**src/inc/io_space_pkg.sv**
```systemverilog
// Shared constants and types for the I/O space access block.
package io_space_pkg;

  localparam int DATA_W = 8;

  typedef enum logic [2:0] {
    OP_LOAD     = 3'b000,
    OP_STORE    = 3'b001,
    OP_IN       = 3'b010,
    OP_OUT      = 3'b011,
    OP_SET_BIT  = 3'b100,
    OP_CLR_BIT  = 3'b101,
    OP_SKIP_SET = 3'b110,
    OP_SKIP_CLR = 3'b111
  } op_e;

  // I/O address space limits and data-space offset.
  localparam logic [7:0] IO_LAST      = 8'h3F;
  localparam logic [7:0] BIT_IO_LAST  = 8'h1F;
  localparam logic [7:0] DATA_OFFSET  = 8'h20;
  localparam logic [7:0] DATA_LAST    = 8'h5F;

  // I/O addresses of the implemented registers.
  localparam logic [5:0] FLAG_IO      = 6'h08;
  localparam logic [5:0] GPR0_IO      = 6'h0A;
  localparam logic [5:0] GPR1_IO      = 6'h0B;
  localparam logic [5:0] GPR2_IO      = 6'h2A;
  localparam logic [5:0] EE_LOW_IO    = 6'h1E;
  localparam logic [5:0] EE_HIGH_IO   = 6'h1F;

  localparam logic [7:0] REG_RESET    = 8'h00;
  localparam logic [7:0] EE_HIGH_MASK = 8'h01;
  localparam int         EE_BITS_MAX  = 9;

  // Controller register byte offsets on the software bus.
  localparam logic [3:0] CMD_OFS      = 4'h0;
  localparam logic [3:0] WDATA_OFS    = 4'h4;
  localparam logic [3:0] STATUS_OFS   = 4'h8;

  // Field positions in the command and status words.
  localparam int CMD_OP_LSB   = 0;
  localparam int CMD_BIT_LSB  = 8;
  localparam int CMD_ADDR_LSB = 16;
  localparam int STAT_SKIP_BIT = 8;
  localparam int STAT_ERR_BIT  = 9;
  localparam int STAT_BUSY_BIT = 10;
  localparam int STAT_DONE_BIT = 11;

endpackage

```
**src/inc/io_bus_if.sv**
```systemverilog
// Request and answer channel between the processor core and the I/O space.
interface io_bus_if;
  import io_space_pkg::*;

  logic       req;
  op_e        op;
  logic [7:0] addr;
  logic [2:0] bit_sel;
  logic [7:0] wdata;
  logic       ack;
  logic [7:0] rdata;
  logic       skip;
  logic       err;

  modport core (output req, op, addr, bit_sel, wdata,
                input  ack, rdata, skip, err);
  modport dev  (input  req, op, addr, bit_sel, wdata,
                output ack, rdata, skip, err);
endinterface

```
**src/design/io_space_device.sv**
```systemverilog
// I/O space decoder and register bank facing the processor core.
//
// Notes on behaviour
// [RL1] Load and store reach every I/O location.
// [RL2] Set and clear one bit, low range.
// [RL3] Test one bit, report skip.
// [RL4] In and out use I/O addresses 0x00-0x3F.
// [RL5] Data-space address is I/O address plus 0x20.
// [RL6] Writing one clears a status flag.
// [RL7] Bit operations touch only the chosen bit.
// [RL8] Bit operations refused above I/O 0x1F.
// [RL9] Three general purpose storage registers.
// [RL10] Address-high bits 7:1 read zero.
// [RL11] Address-high bit 0 only on largest variant.
// [RL12] Address undefined until software loads it.
// [RL13] Software writes zero to reserved bits.
// [RL14] Software never writes reserved addresses.
module io_space_device
  import io_space_pkg::*;
#(
  parameter int EE_ADDR_BITS = 9
)
(
  input  wire logic       clk,
  input  wire logic       reset_n,
  io_bus_if.dev           bus,
  input  wire logic [7:0] flag_events,
  output logic      [7:0] status_flags,
  output logic      [7:0] gpr0,
  output logic      [7:0] gpr1,
  output logic      [7:0] gpr2,
  output logic      [8:0] eeprom_address
);

  function automatic logic is_write(input op_e o);
    return (o == OP_STORE) || (o == OP_OUT) ||
           (o == OP_SET_BIT) || (o == OP_CLR_BIT);
  endfunction

  function automatic logic is_bit_op(input op_e o);
    return (o == OP_SET_BIT) || (o == OP_CLR_BIT) ||
           (o == OP_SKIP_SET) || (o == OP_SKIP_CLR);
  endfunction

  logic [7:0] eeprom_addr_low;
  logic       eeprom_addr_msb;

  // Address normalisation: every operation lands on a 6-bit I/O address.
  wire        is_data_op = (bus.op == OP_LOAD) || (bus.op == OP_STORE);
  wire        data_ok    = (bus.addr >= DATA_OFFSET) &&
                           (bus.addr <= DATA_LAST);          // RL1
  wire [7:0]  data_io    = bus.addr - DATA_OFFSET;           // RL5
  wire        io_ok      = (bus.addr <= IO_LAST);            // RL4
  wire        bit_ok     = (bus.addr <= BIT_IO_LAST);        // RL8
  wire [5:0]  io_addr    = is_data_op ? data_io[5:0] : bus.addr[5:0];
  wire        range_ok   = is_data_op ? data_ok :
                           is_bit_op(bus.op) ? bit_ok : io_ok;

  wire sel_flag = (io_addr == FLAG_IO);
  wire sel_g0   = (io_addr == GPR0_IO);
  wire sel_g1   = (io_addr == GPR1_IO);
  wire sel_g2   = (io_addr == GPR2_IO);
  wire sel_eel  = (io_addr == EE_LOW_IO);
  wire sel_eeh  = (io_addr == EE_HIGH_IO);
  wire mapped   = sel_flag | sel_g0 | sel_g1 | sel_g2 | sel_eel | sel_eeh;

  // Reserved bits read as zero; bit 0 exists only with the deep array.
  wire        has_msb   = (EE_ADDR_BITS >= EE_BITS_MAX);
  wire [7:0]  ee_high_rd = has_msb ? {7'h00, eeprom_addr_msb} : 8'h00; // RL10

  wire [7:0] read_val = sel_flag ? status_flags :
                        sel_g0   ? gpr0 :
                        sel_g1   ? gpr1 :
                        sel_g2   ? gpr2 :
                        sel_eel  ? eeprom_addr_low :
                        sel_eeh  ? ee_high_rd : 8'h00;

  wire [7:0] wr_val;
  wire       skip_now;

  io_bit_alu u_alu (
    .op      (bus.op),
    .bit_sel (bus.bit_sel),
    .old_val (read_val),
    .wdata   (bus.wdata),
    .is_w1c  (sel_flag),
    .wr_val  (wr_val),
    .skip    (skip_now)
  );

  // A request is taken only while ack is low, so a request that is still
  // up in the cycle of its own ack is never taken a second time.
  wire take   = bus.req && !bus.ack;
  wire good   = take && range_ok && mapped;
  wire do_wr  = good && is_write(bus.op);
  // Refused operations write nothing and answer with the error set.
  wire refuse = take && !(range_ok && mapped);

  // Write strobes, one per register, keep each flop block down to a
  // single choice and put the whole write decode in one place.
  wire wr_flag = do_wr && sel_flag;
  wire wr_g0   = do_wr && sel_g0;
  wire wr_g1   = do_wr && sel_g1;
  wire wr_g2   = do_wr && sel_g2;
  wire wr_eel  = do_wr && sel_eel;
  // Without the deep array the top address bit has no storage at all.
  wire wr_eeh  = do_wr && sel_eeh && has_msb;

  wire [7:0] flag_clr    = wr_flag ? wr_val : 8'h00; // RL6
  // A flag raised in the same cycle as its clear survives, so an event
  // that lands while software acknowledges an older one is never lost.
  wire [7:0] next_flags  = (status_flags & ~flag_clr) | flag_events;

  // Storage registers take the write value, already merged per bit for
  // the set and clear operations.
  wire [7:0] next_g0     = wr_g0 ? wr_val : gpr0; // RL9
  wire [7:0] next_g1     = wr_g1 ? wr_val : gpr1; // RL9
  wire [7:0] next_g2     = wr_g2 ? wr_val : gpr2; // RL9

  // The low address byte is plain storage; the top bit is masked.
  wire [7:0] ee_msb_wr   = wr_val & EE_HIGH_MASK;                   // RL11
  wire [7:0] next_ee_low = wr_eel ? wr_val : eeprom_addr_low;
  wire       next_ee_msb = wr_eeh ? ee_msb_wr[0] : eeprom_addr_msb; // RL11

  // Answer fields are loaded only when a request is taken, so the core
  // may read them at leisure until its next request.
  wire [7:0] next_rdata  = good ? read_val : REG_RESET; // RL1
  wire       next_skip   = good && skip_now;            // RL3
  wire       next_err    = refuse;                      // RL8

  // Status flags load every cycle because events may arrive at any time.
  always_ff @(posedge clk) begin
    if (!reset_n) begin
      status_flags <= REG_RESET;
    end else begin
      status_flags <= next_flags; // RL6
    end
  end

  // The three storage registers keep whatever was written last.
  always_ff @(posedge clk) begin
    if (!reset_n) begin
      gpr0 <= REG_RESET;
    end else begin
      gpr0 <= next_g0; // RL9
    end
  end

  always_ff @(posedge clk) begin
    if (!reset_n) begin
      gpr1 <= REG_RESET;
    end else begin
      gpr1 <= next_g1; // RL9
    end
  end

  always_ff @(posedge clk) begin
    if (!reset_n) begin
      gpr2 <= REG_RESET;
    end else begin
      gpr2 <= next_g2; // RL9
    end
  end

  // Software is expected to load the address before use; the cleared
  // value after reset is just one legal reading of an undefined value.
  always_ff @(posedge clk) begin
    if (!reset_n) begin
      eeprom_addr_low <= REG_RESET; // RL12
    end else begin
      eeprom_addr_low <= next_ee_low;
    end
  end

  always_ff @(posedge clk) begin
    if (!reset_n) begin
      eeprom_addr_msb <= 1'b0; // RL12
    end else begin
      eeprom_addr_msb <= next_ee_msb; // RL11
    end
  end

  // The outward view repeats the mask so a shallow build never shows a
  // one in the top bit.
  assign eeprom_address = {eeprom_addr_msb & has_msb, eeprom_addr_low};

  // Answers are registered: the core sees ack one edge after its request,
  // and ack drops at the next edge because a take needs ack low.
  always_ff @(posedge clk) begin
    if (!reset_n) begin
      bus.ack <= 1'b0;
    end else begin
      bus.ack <= take;
    end
  end

  // Skip is only ever raised for the two bit test operations.
  always_ff @(posedge clk) begin
    if (!reset_n) begin
      bus.rdata <= REG_RESET;
      bus.skip  <= 1'b0;
      bus.err   <= 1'b0;
    end else if (take) begin
      bus.rdata <= next_rdata; // RL1
      bus.skip  <= next_skip;  // RL3
      bus.err   <= next_err;   // RL8
    end
  end

endmodule // io_space_device

```
**src/design/io_bit_alu.sv**
```systemverilog
// Bit set, clear and test operand builder for the low I/O range.
module io_bit_alu
  import io_space_pkg::*;
(
  input  wire op_e        op,
  input  wire logic [2:0] bit_sel,
  input  wire logic [7:0] old_val,
  input  wire logic [7:0] wdata,
  input  wire logic       is_w1c,
  output logic      [7:0] wr_val,
  output logic            skip
);

  wire [7:0] one_hot  = 8'h01 << bit_sel;
  wire       bit_now  = old_val[bit_sel];
  // Status flags see a lone one at the chosen bit, so a set clears only
  // that flag and a clear writes nothing at all.
  wire [7:0] set_val  = is_w1c ? one_hot : (old_val | one_hot); // RL7
  wire [7:0] clr_val  = is_w1c ? 8'h00 : (old_val & ~one_hot);  // RL7

  assign wr_val = (op == OP_SET_BIT) ? set_val :               // RL2
                  (op == OP_CLR_BIT) ? clr_val : wdata;        // RL2
  assign skip   = ((op == OP_SKIP_SET) &&  bit_now) ||         // RL3
                  ((op == OP_SKIP_CLR) && !bit_now);           // RL3

endmodule // io_bit_alu

```
**src/flat_wrapper.sv**
```systemverilog
// flat-port wrapper written by rule: the top's interface ports become plain ports
module io_space_device_flat import io_space_pkg::*;
#(
  parameter int EE_ADDR_BITS = 9
)
  (clk, reset_n, flag_events, status_flags, gpr0, gpr1, gpr2, eeprom_address, bus_req, bus_op, bus_addr, bus_bit_sel, bus_wdata, bus_ack, bus_rdata, bus_skip, bus_err);
  io_bus_if bus_i ();
  input  wire logic clk;
  input  wire logic reset_n;
  input  wire logic [7:0] flag_events;
  output logic      [7:0] status_flags;
  output logic      [7:0] gpr0;
  output logic      [7:0] gpr1;
  output logic      [7:0] gpr2;
  output logic      [8:0] eeprom_address;
  input wire logic [$bits(bus_i.req)-1:0] bus_req;
  input wire logic [$bits(bus_i.op)-1:0] bus_op;
  input wire logic [$bits(bus_i.addr)-1:0] bus_addr;
  input wire logic [$bits(bus_i.bit_sel)-1:0] bus_bit_sel;
  input wire logic [$bits(bus_i.wdata)-1:0] bus_wdata;
  output wire logic [$bits(bus_i.ack)-1:0] bus_ack;
  output wire logic [$bits(bus_i.rdata)-1:0] bus_rdata;
  output wire logic [$bits(bus_i.skip)-1:0] bus_skip;
  output wire logic [$bits(bus_i.err)-1:0] bus_err;
  assign bus_i.req = bus_req;
  assign bus_i.op = bus_op;
  assign bus_i.addr = bus_addr;
  assign bus_i.bit_sel = bus_bit_sel;
  assign bus_i.wdata = bus_wdata;
  assign bus_ack = bus_i.ack;
  assign bus_rdata = bus_i.rdata;
  assign bus_skip = bus_i.skip;
  assign bus_err = bus_i.err;
  io_space_device #(.EE_ADDR_BITS(EE_ADDR_BITS)) u_core (.clk(clk), .reset_n(reset_n), .bus(bus_i), .flag_events(flag_events), .status_flags(status_flags), .gpr0(gpr0), .gpr1(gpr1), .gpr2(gpr2), .eeprom_address(eeprom_address));
endmodule
```
**config.mk**
```make
export PLATFORM = sky130hd
export DESIGN_NAME = io_space_device_flat
export DESIGN_NICKNAME = d
export VERILOG_FILES = /design/src/inc/io_space_pkg.sv /design/src/inc/io_bus_if.sv /design/src/design/io_space_device.sv /design/src/design/io_bit_alu.sv /design/src/flat_wrapper.sv
export SDC_FILE = /design/constraint.sdc
export NUM_CORES = 1
export LEC_CHECK = 0
export BUFFER_PORTS_ARGS = -buffer_cell sky130_fd_sc_hd__buf_2
export CAP_MARGIN = 20
export CORE_MARGIN = 2
export CORE_UTILIZATION = 45
export CTS_CLUSTER_DIAMETER = 50
export CTS_CLUSTER_SIZE = 30
export DETAILED_ROUTE_END_ITERATION = 16
export PLACE_DENSITY = 0.79
export REMOVE_ABC_BUFFERS = 1
export SLEW_MARGIN = 10
export SYNTH_ARGS = -nofsm -noshare
export SYNTH_HDL_FRONTEND = slang
export SYNTH_SLANG_ARGS = --single-unit
```
**constraint.sdc**
```tcl
create_clock -name clk -period 3.9 [get_ports clk]
set_input_delay 0.195 -clock clk [delete_from_list [all_inputs] [get_ports clk]]
set_output_delay 0.195 -clock clk [all_outputs]
set_load 0.1 [all_outputs]
```
Yosys cells after proc, flatten, opt, wreduce, memory -nomap -nowiden
Cells that the tools add are included.

Flip-flop bits (word level): 52. Input port bits: 33. Output and inout port bits: 52. Word-level logic and storage cells: 85.

$add $sub $neg: 1. Magnitude comparators: 5. Eq/ne operators: 12. Shifts and indexed selects: 1. Multiplexer cells: 17. Bitwise logic cells: 11. Reduce and logical (&&, ||, !) cells: 28.

Operator list (count): two-way mux 8 bit (11); equality test 6 x 4 -> 1 bit, second input constant (3); bitwise AND 8 bit (2); logical AND 1 bit (16); NOT 8 bit (2); bitwise OR 8 bit (2); equality test 3 bit, second input constant (4); equality test 6 x 5 -> 1 bit, second input constant (2); >= comparator 8 x 6 -> 1 bit, second input constant (1); less-or-equal comparator 8 x 5 -> 1 bit, second input constant (1); less-or-equal comparator 8 x 6 -> 1 bit, second input constant (1); less-or-equal comparator 8 x 7 -> 1 bit, second input constant (1); logical OR 1 bit (8); left shift 1 x 3 -> 8 bit, first input constant (1); equality test 6 bit, second input constant (1); two-way mux 6 bit (1); subtractor 6 bit, second input constant (1); bitwise OR 1 bit (5); less-than comparator 3 x 4 -> 1 bit, second input constant (1); two-way mux 1 bit (4); binary-select mux 1 bit (select 3 bit) (1); equality test 3 x 1 -> 1 bit, second input constant (1); equality test 3 x 2 -> 1 bit, second input constant (1); logical NOT 1 bit (3); logical NOT 3 bit (1).

Longest topological paths before layout
Word-level depth: 18. Depth in mapped cells: 12. Gate-level depth less buffers: 8.

Cells and area by module
A second synthesis with hierarchy kept.

Cell total of the unflattened synthesis: 338. Area total of the unflattened synthesis: 2980.4 µm².

Modules (own cells, without submodules): io_space_device (instances 1, cells an instance 277, area each 2578.7 µm², sequential area each 1041.0 µm²); io_bit_alu (instances 1, cells an instance 61, area each 401.6 µm², sequential area each 0.0 µm²).

Worst setup path after synthesis
No wires, ideal clock.

Path kind: flip-flop to flip-flop. Start point: register u_core.bus.ack. End point: register u_core.gpr1[0]. Setup time: 0.071 ns. Data arrival time: 2.410 ns. Data required time: 3.829 ns. Setup slack: 1.419 ns. Stages on the path, launching flop included: 10. Buffers on the path: 2. Clock period less this slack: 2.481 ns. Cells stage by stage: dfxtp_1 > nand2b_1 > nor3b_1 > nand3_2 > or2_2 > clkbuf_1 > nor2_1 > buf_2 > o21ai_0 > a21oi_1.

Cells in the longest elaborated chain, start to end: 6.

Ends and longest elaborated chain: start: declaration (line io_bus_if.sv:18) `output ack, rdata, skip, err);`; start signal: assignment (line io_space_device.sv:193) `bus.ack <= take;`; logical NOT 1 bit (line io_space_device.sv:93) `wire take = bus.req && !bus.ack;`; logical AND 1 bit (line io_space_device.sv:93); logical AND 1 bit (2 in series) (line io_space_device.sv:94) `wire good = take && range_ok && mapped;`; logical AND 1 bit (line io_space_device.sv:95) `wire do_wr = good && is_write(bus.op);`; logical AND 1 bit (line io_space_device.sv:103) `wire wr_g1 = do_wr && sel_g1;`; end signal: assignment (line io_space_device.sv:153) `gpr1 <= next_g1;`; end: declaration (line io_space_device.sv:30) `output logic [7:0] gpr1,`.

No other way between the ends. A chain may end at the register's enable or synchronous reset.

Final worst setup path
Start point: register u_core.bus.ack. End point: register u_core.gpr1[1].

Same word-level chain as after synthesis.

==> qor.yml <==
place:
  numPortBuffers: 84
  placed_area_mm2: 0.00340
  gp_congestion: 0.988
  post-dp-hpwl_um: 6920
sta:
  rsz0062_at_grt: "no"
  setup_tns_ns: 0
  finalCritPeriodShare_pct: 73.2
  period_minus_slack_ns: 2.86
  setup_viol: 0
  slew_violations: 0
  max_freq_ghz: 0.350
  tightestPinTransition_ns: 0.826
  clock_skew_ns: 0.00385
  hold_slack_ns: 0.0961
  max_slew_margin_pct: 44.7
  hold_violations: 0
cells_and_area:
  n_antenna_cell: 0
  n_fill_cell: 625
  drive_gt1_share_pct: 24.7
  multi_input_comb_area_mm2: 0.00180
  synthToLayoutAreaGrowth_pct: 15.2
  layout.nets: 486
  fin_area_mm2: 0.00351
  ff_latch_area_mm2: 0.00104
  final_core_util_pct: 54.4
yosys:
  synth_top_area_cell: "dfxtp_1"
  async_flop_share_pct: 0
  yosys_warnings: 0
  yosysSeqAreaShare_pct: 34.2
  ys_ff_latch: 52
  ys_top_cells_by_area: "dfxtp_1 34%, a21oi_1 8.5%, o21ai_0 7.1%"
  syn_area_per_cell_um2: 7.76
  synth_edf_count: 0
  ys.flop_type: "dfxtp_1"
  synth_top_cell_area_share_pct: 34.2
  synth_cells: 393
  synth_area_mm2: 0.00305
  synthTopCellsByCount: "52 x a21oi_1, 52 x dfxtp_1, 51 x nor2_1"
  yosysUniqueCellTypes: 63
power_and_ir_drop:
  p_switching_uw: 337
  ir_drop_mv: 0.213
  p_per_area_mw_per_mm2: 317
  power_frac_seq_pct: 49.0
  fin_total_pwr_mw: 1.11
  clkPwrFrac_pct: 33.4
  combinationalPowerShare_pct: 17.5
  switching_share_pct: 30.3
  internal_power_uw: 776
  p_leak_nw: 1.46
critical_path:
  crit_required_ns: 4.09
  arrival_ns: 3.04
  r2r-start: "u_core.bus.ack$_SDFF_PN0_"
  crit_type: "flip-flop to flip-flop"
  rrSetupSlack_ns: 1.04
  timing.rr.end: "u_core.gpr1[1]$_SDFFE_PN0P_"
  cp_max_fo: 15
  r2r_cells: 7
  end_kind: "flip-flop"
  start_kind: "flip-flop"
hold_path:
  holdPathEnd: "u_core.status_flags[2]$_SDFF_PN0_"
  hold_start: "flag_events[2]"
  hp-class: "input port to flip-flop"
  hold_depth: 2
floorplanning:
  rows: 29
  ios: 85
  start_util_pct: 47.2
  die_x_um: 86.3
  die_h_um: 86.3
  dieArea_mm2: 0.00745
  design.core.area_mm2: 0.00646
clock_network:
  cts_tree: "done"
  clockBufferDepth: 2
  cts_hold_buf: 0
  clk_pin_slew_ns: 0.09
  cts.sinks: 52
  post_cts_buffers: 0
  clk_latency_ns: 0.31
  cts-resized-gates: 0
  root_buffer: "clkbuf_8"
  cts_htree_levels: 2
  cts_buffers: 5
detailed_routing:
  drtIter0Drc: 222
  drt_wl_total_um: 9340
  drt_first_pass_iters: 5
  drc: 0
  wl_per_cell_um: 17.6
  via_count: 3156
  viasPerCell: 5.94
  ant_nets: 0
run:
  cap_viol_max_count: 0
global_routing:
  grt_pass1_vias: 2852
  grt-ovfl-total: 0
  grt_usage_pct: 24.2
  grt_pass1_wl_um: 14200
  antenna_found_initial: 0
  grt_max_degree: 32
run_status:
  status: "completed"
power groups by stage:
stage | Combinational [mW] | Sequential (mW) | Clock (mW)
floorplan | 0.0690 | 0.608 | 0
global placement | 0.191 | 0.557 | 0
detailed placement | 0.193 | 0.557 | 0
CTS | 0.193 | 0.545 | 0.376
global route | 0.207 | 0.546 | 0.391
finish | 0.195 | 0.545 | 0.372
critical path, stage by stage (launching register included):
cell and delay [ns]:
dfxtp_1 0.31, nand2b_1 0.34, nor3b_1 0.32, nand3_2 0.32, or2_2 0.46, nor2_1 0.66
mux2i_1 0.27, nor2_1 0.05
sequential cells by signal, indices dropped and copies added (netlist names):
name,count
u_core.eeprom_addr_low,8
u_core.eeprom_addr_msb,1
u_core.bus.skip,1
u_core.bus.err,1
u_core.bus.rdata,8
u_core.gpr1,8
u_core.gpr2,8
u_core.status_flags,8
u_core.gpr0,8
u_core.bus.ack,1
per-stage QoR:
| stage | std cells | setup WS [ns] |
|---|---|---|
| after global routing | 531 | 0.873 |
| final | 531 | 1.04 |
| after detailed placement | 523 | 1.01 |
| after floorplan | 360 | 1.06 |
| after global placement | 523 | 1.11 |
| after CTS | 531 | 1.08 |
area by class of cell:
type                       count  share of cell area, %
clock buffer                   6                   2.07
clock inverter                 2                  0.998
inverter                       9                  0.962
multi-input combinational    299                   51.2
sequential                    52                   29.6
tap                           77                   2.74
timing repair buffer          86                   12.4
worst max path at each step:
stage / startpoint / endpoint / slack, ns
2_1_floorplan: u_core.bus.ack$_SDFF_PN0_ / u_core.gpr1[1]$_SDFFE_PN0P_ / 1.06
3_3_place_gp: bus_addr[2] / u_core.gpr1[6]$_SDFFE_PN0P_ / 1.11
3_5_place_dp: bus_op[1] / u_core.gpr1[1]$_SDFFE_PN0P_ / 1.01
4_1_cts: u_core.bus.ack$_SDFF_PN0_ / u_core.gpr1[1]$_SDFFE_PN0P_ / 1.08
5_1_grt: u_core.bus.ack$_SDFF_PN0_ / u_core.gpr1[5]$_SDFFE_PN0P_ / 0.87
6_report: u_core.bus.ack$_SDFF_PN0_ / u_core.gpr1[1]$_SDFFE_PN0P_ / 1.04
logic make-up (layout without fill, tap and decap cells):
| group | after synthesis | after routing | share of synthesized area, % |
|---|---|---|---|
| flops | 52 | 52 | 34.2 |
| mux | 17 | 17 | 6.03 |
| xor+xnor | 1 | 1 | 0.287 |
| buf+inv | 42 | 103 | 6.86 |
| compound gates | 141 | 141 | 27.6 |
| simple gates | 140 | 140 | 25.1 |
routing by layer:
metal | global-route usage [%] | share of wire [%]
met2 | 41.2 | 48
met3 | 3.43 | 6.4
met4 | 6.96 | 1.2
met5 | 0 | 0
met1 | 32.1 | 44
placed cells by master (no fill, tap or decap), types with 4 or more instances in the layout:
master	instances
buf_2	84
a21oi_1	52
dfxtp_1	52
nor2_1	51
o21ai_0	43
nand2_1	22
mux2i_1	15
nand3_1	13
and3_1	8
inv_1	7
nand2b_1	6
nor3_1	6
nand4_1	5
a31oi_1	5
o2111ai_1	5
o211ai_1	5
a211oi_1	5
clkbuf_8	5
nor3b_1	4
Note: power is estimated with default switching activity, not from simulation.
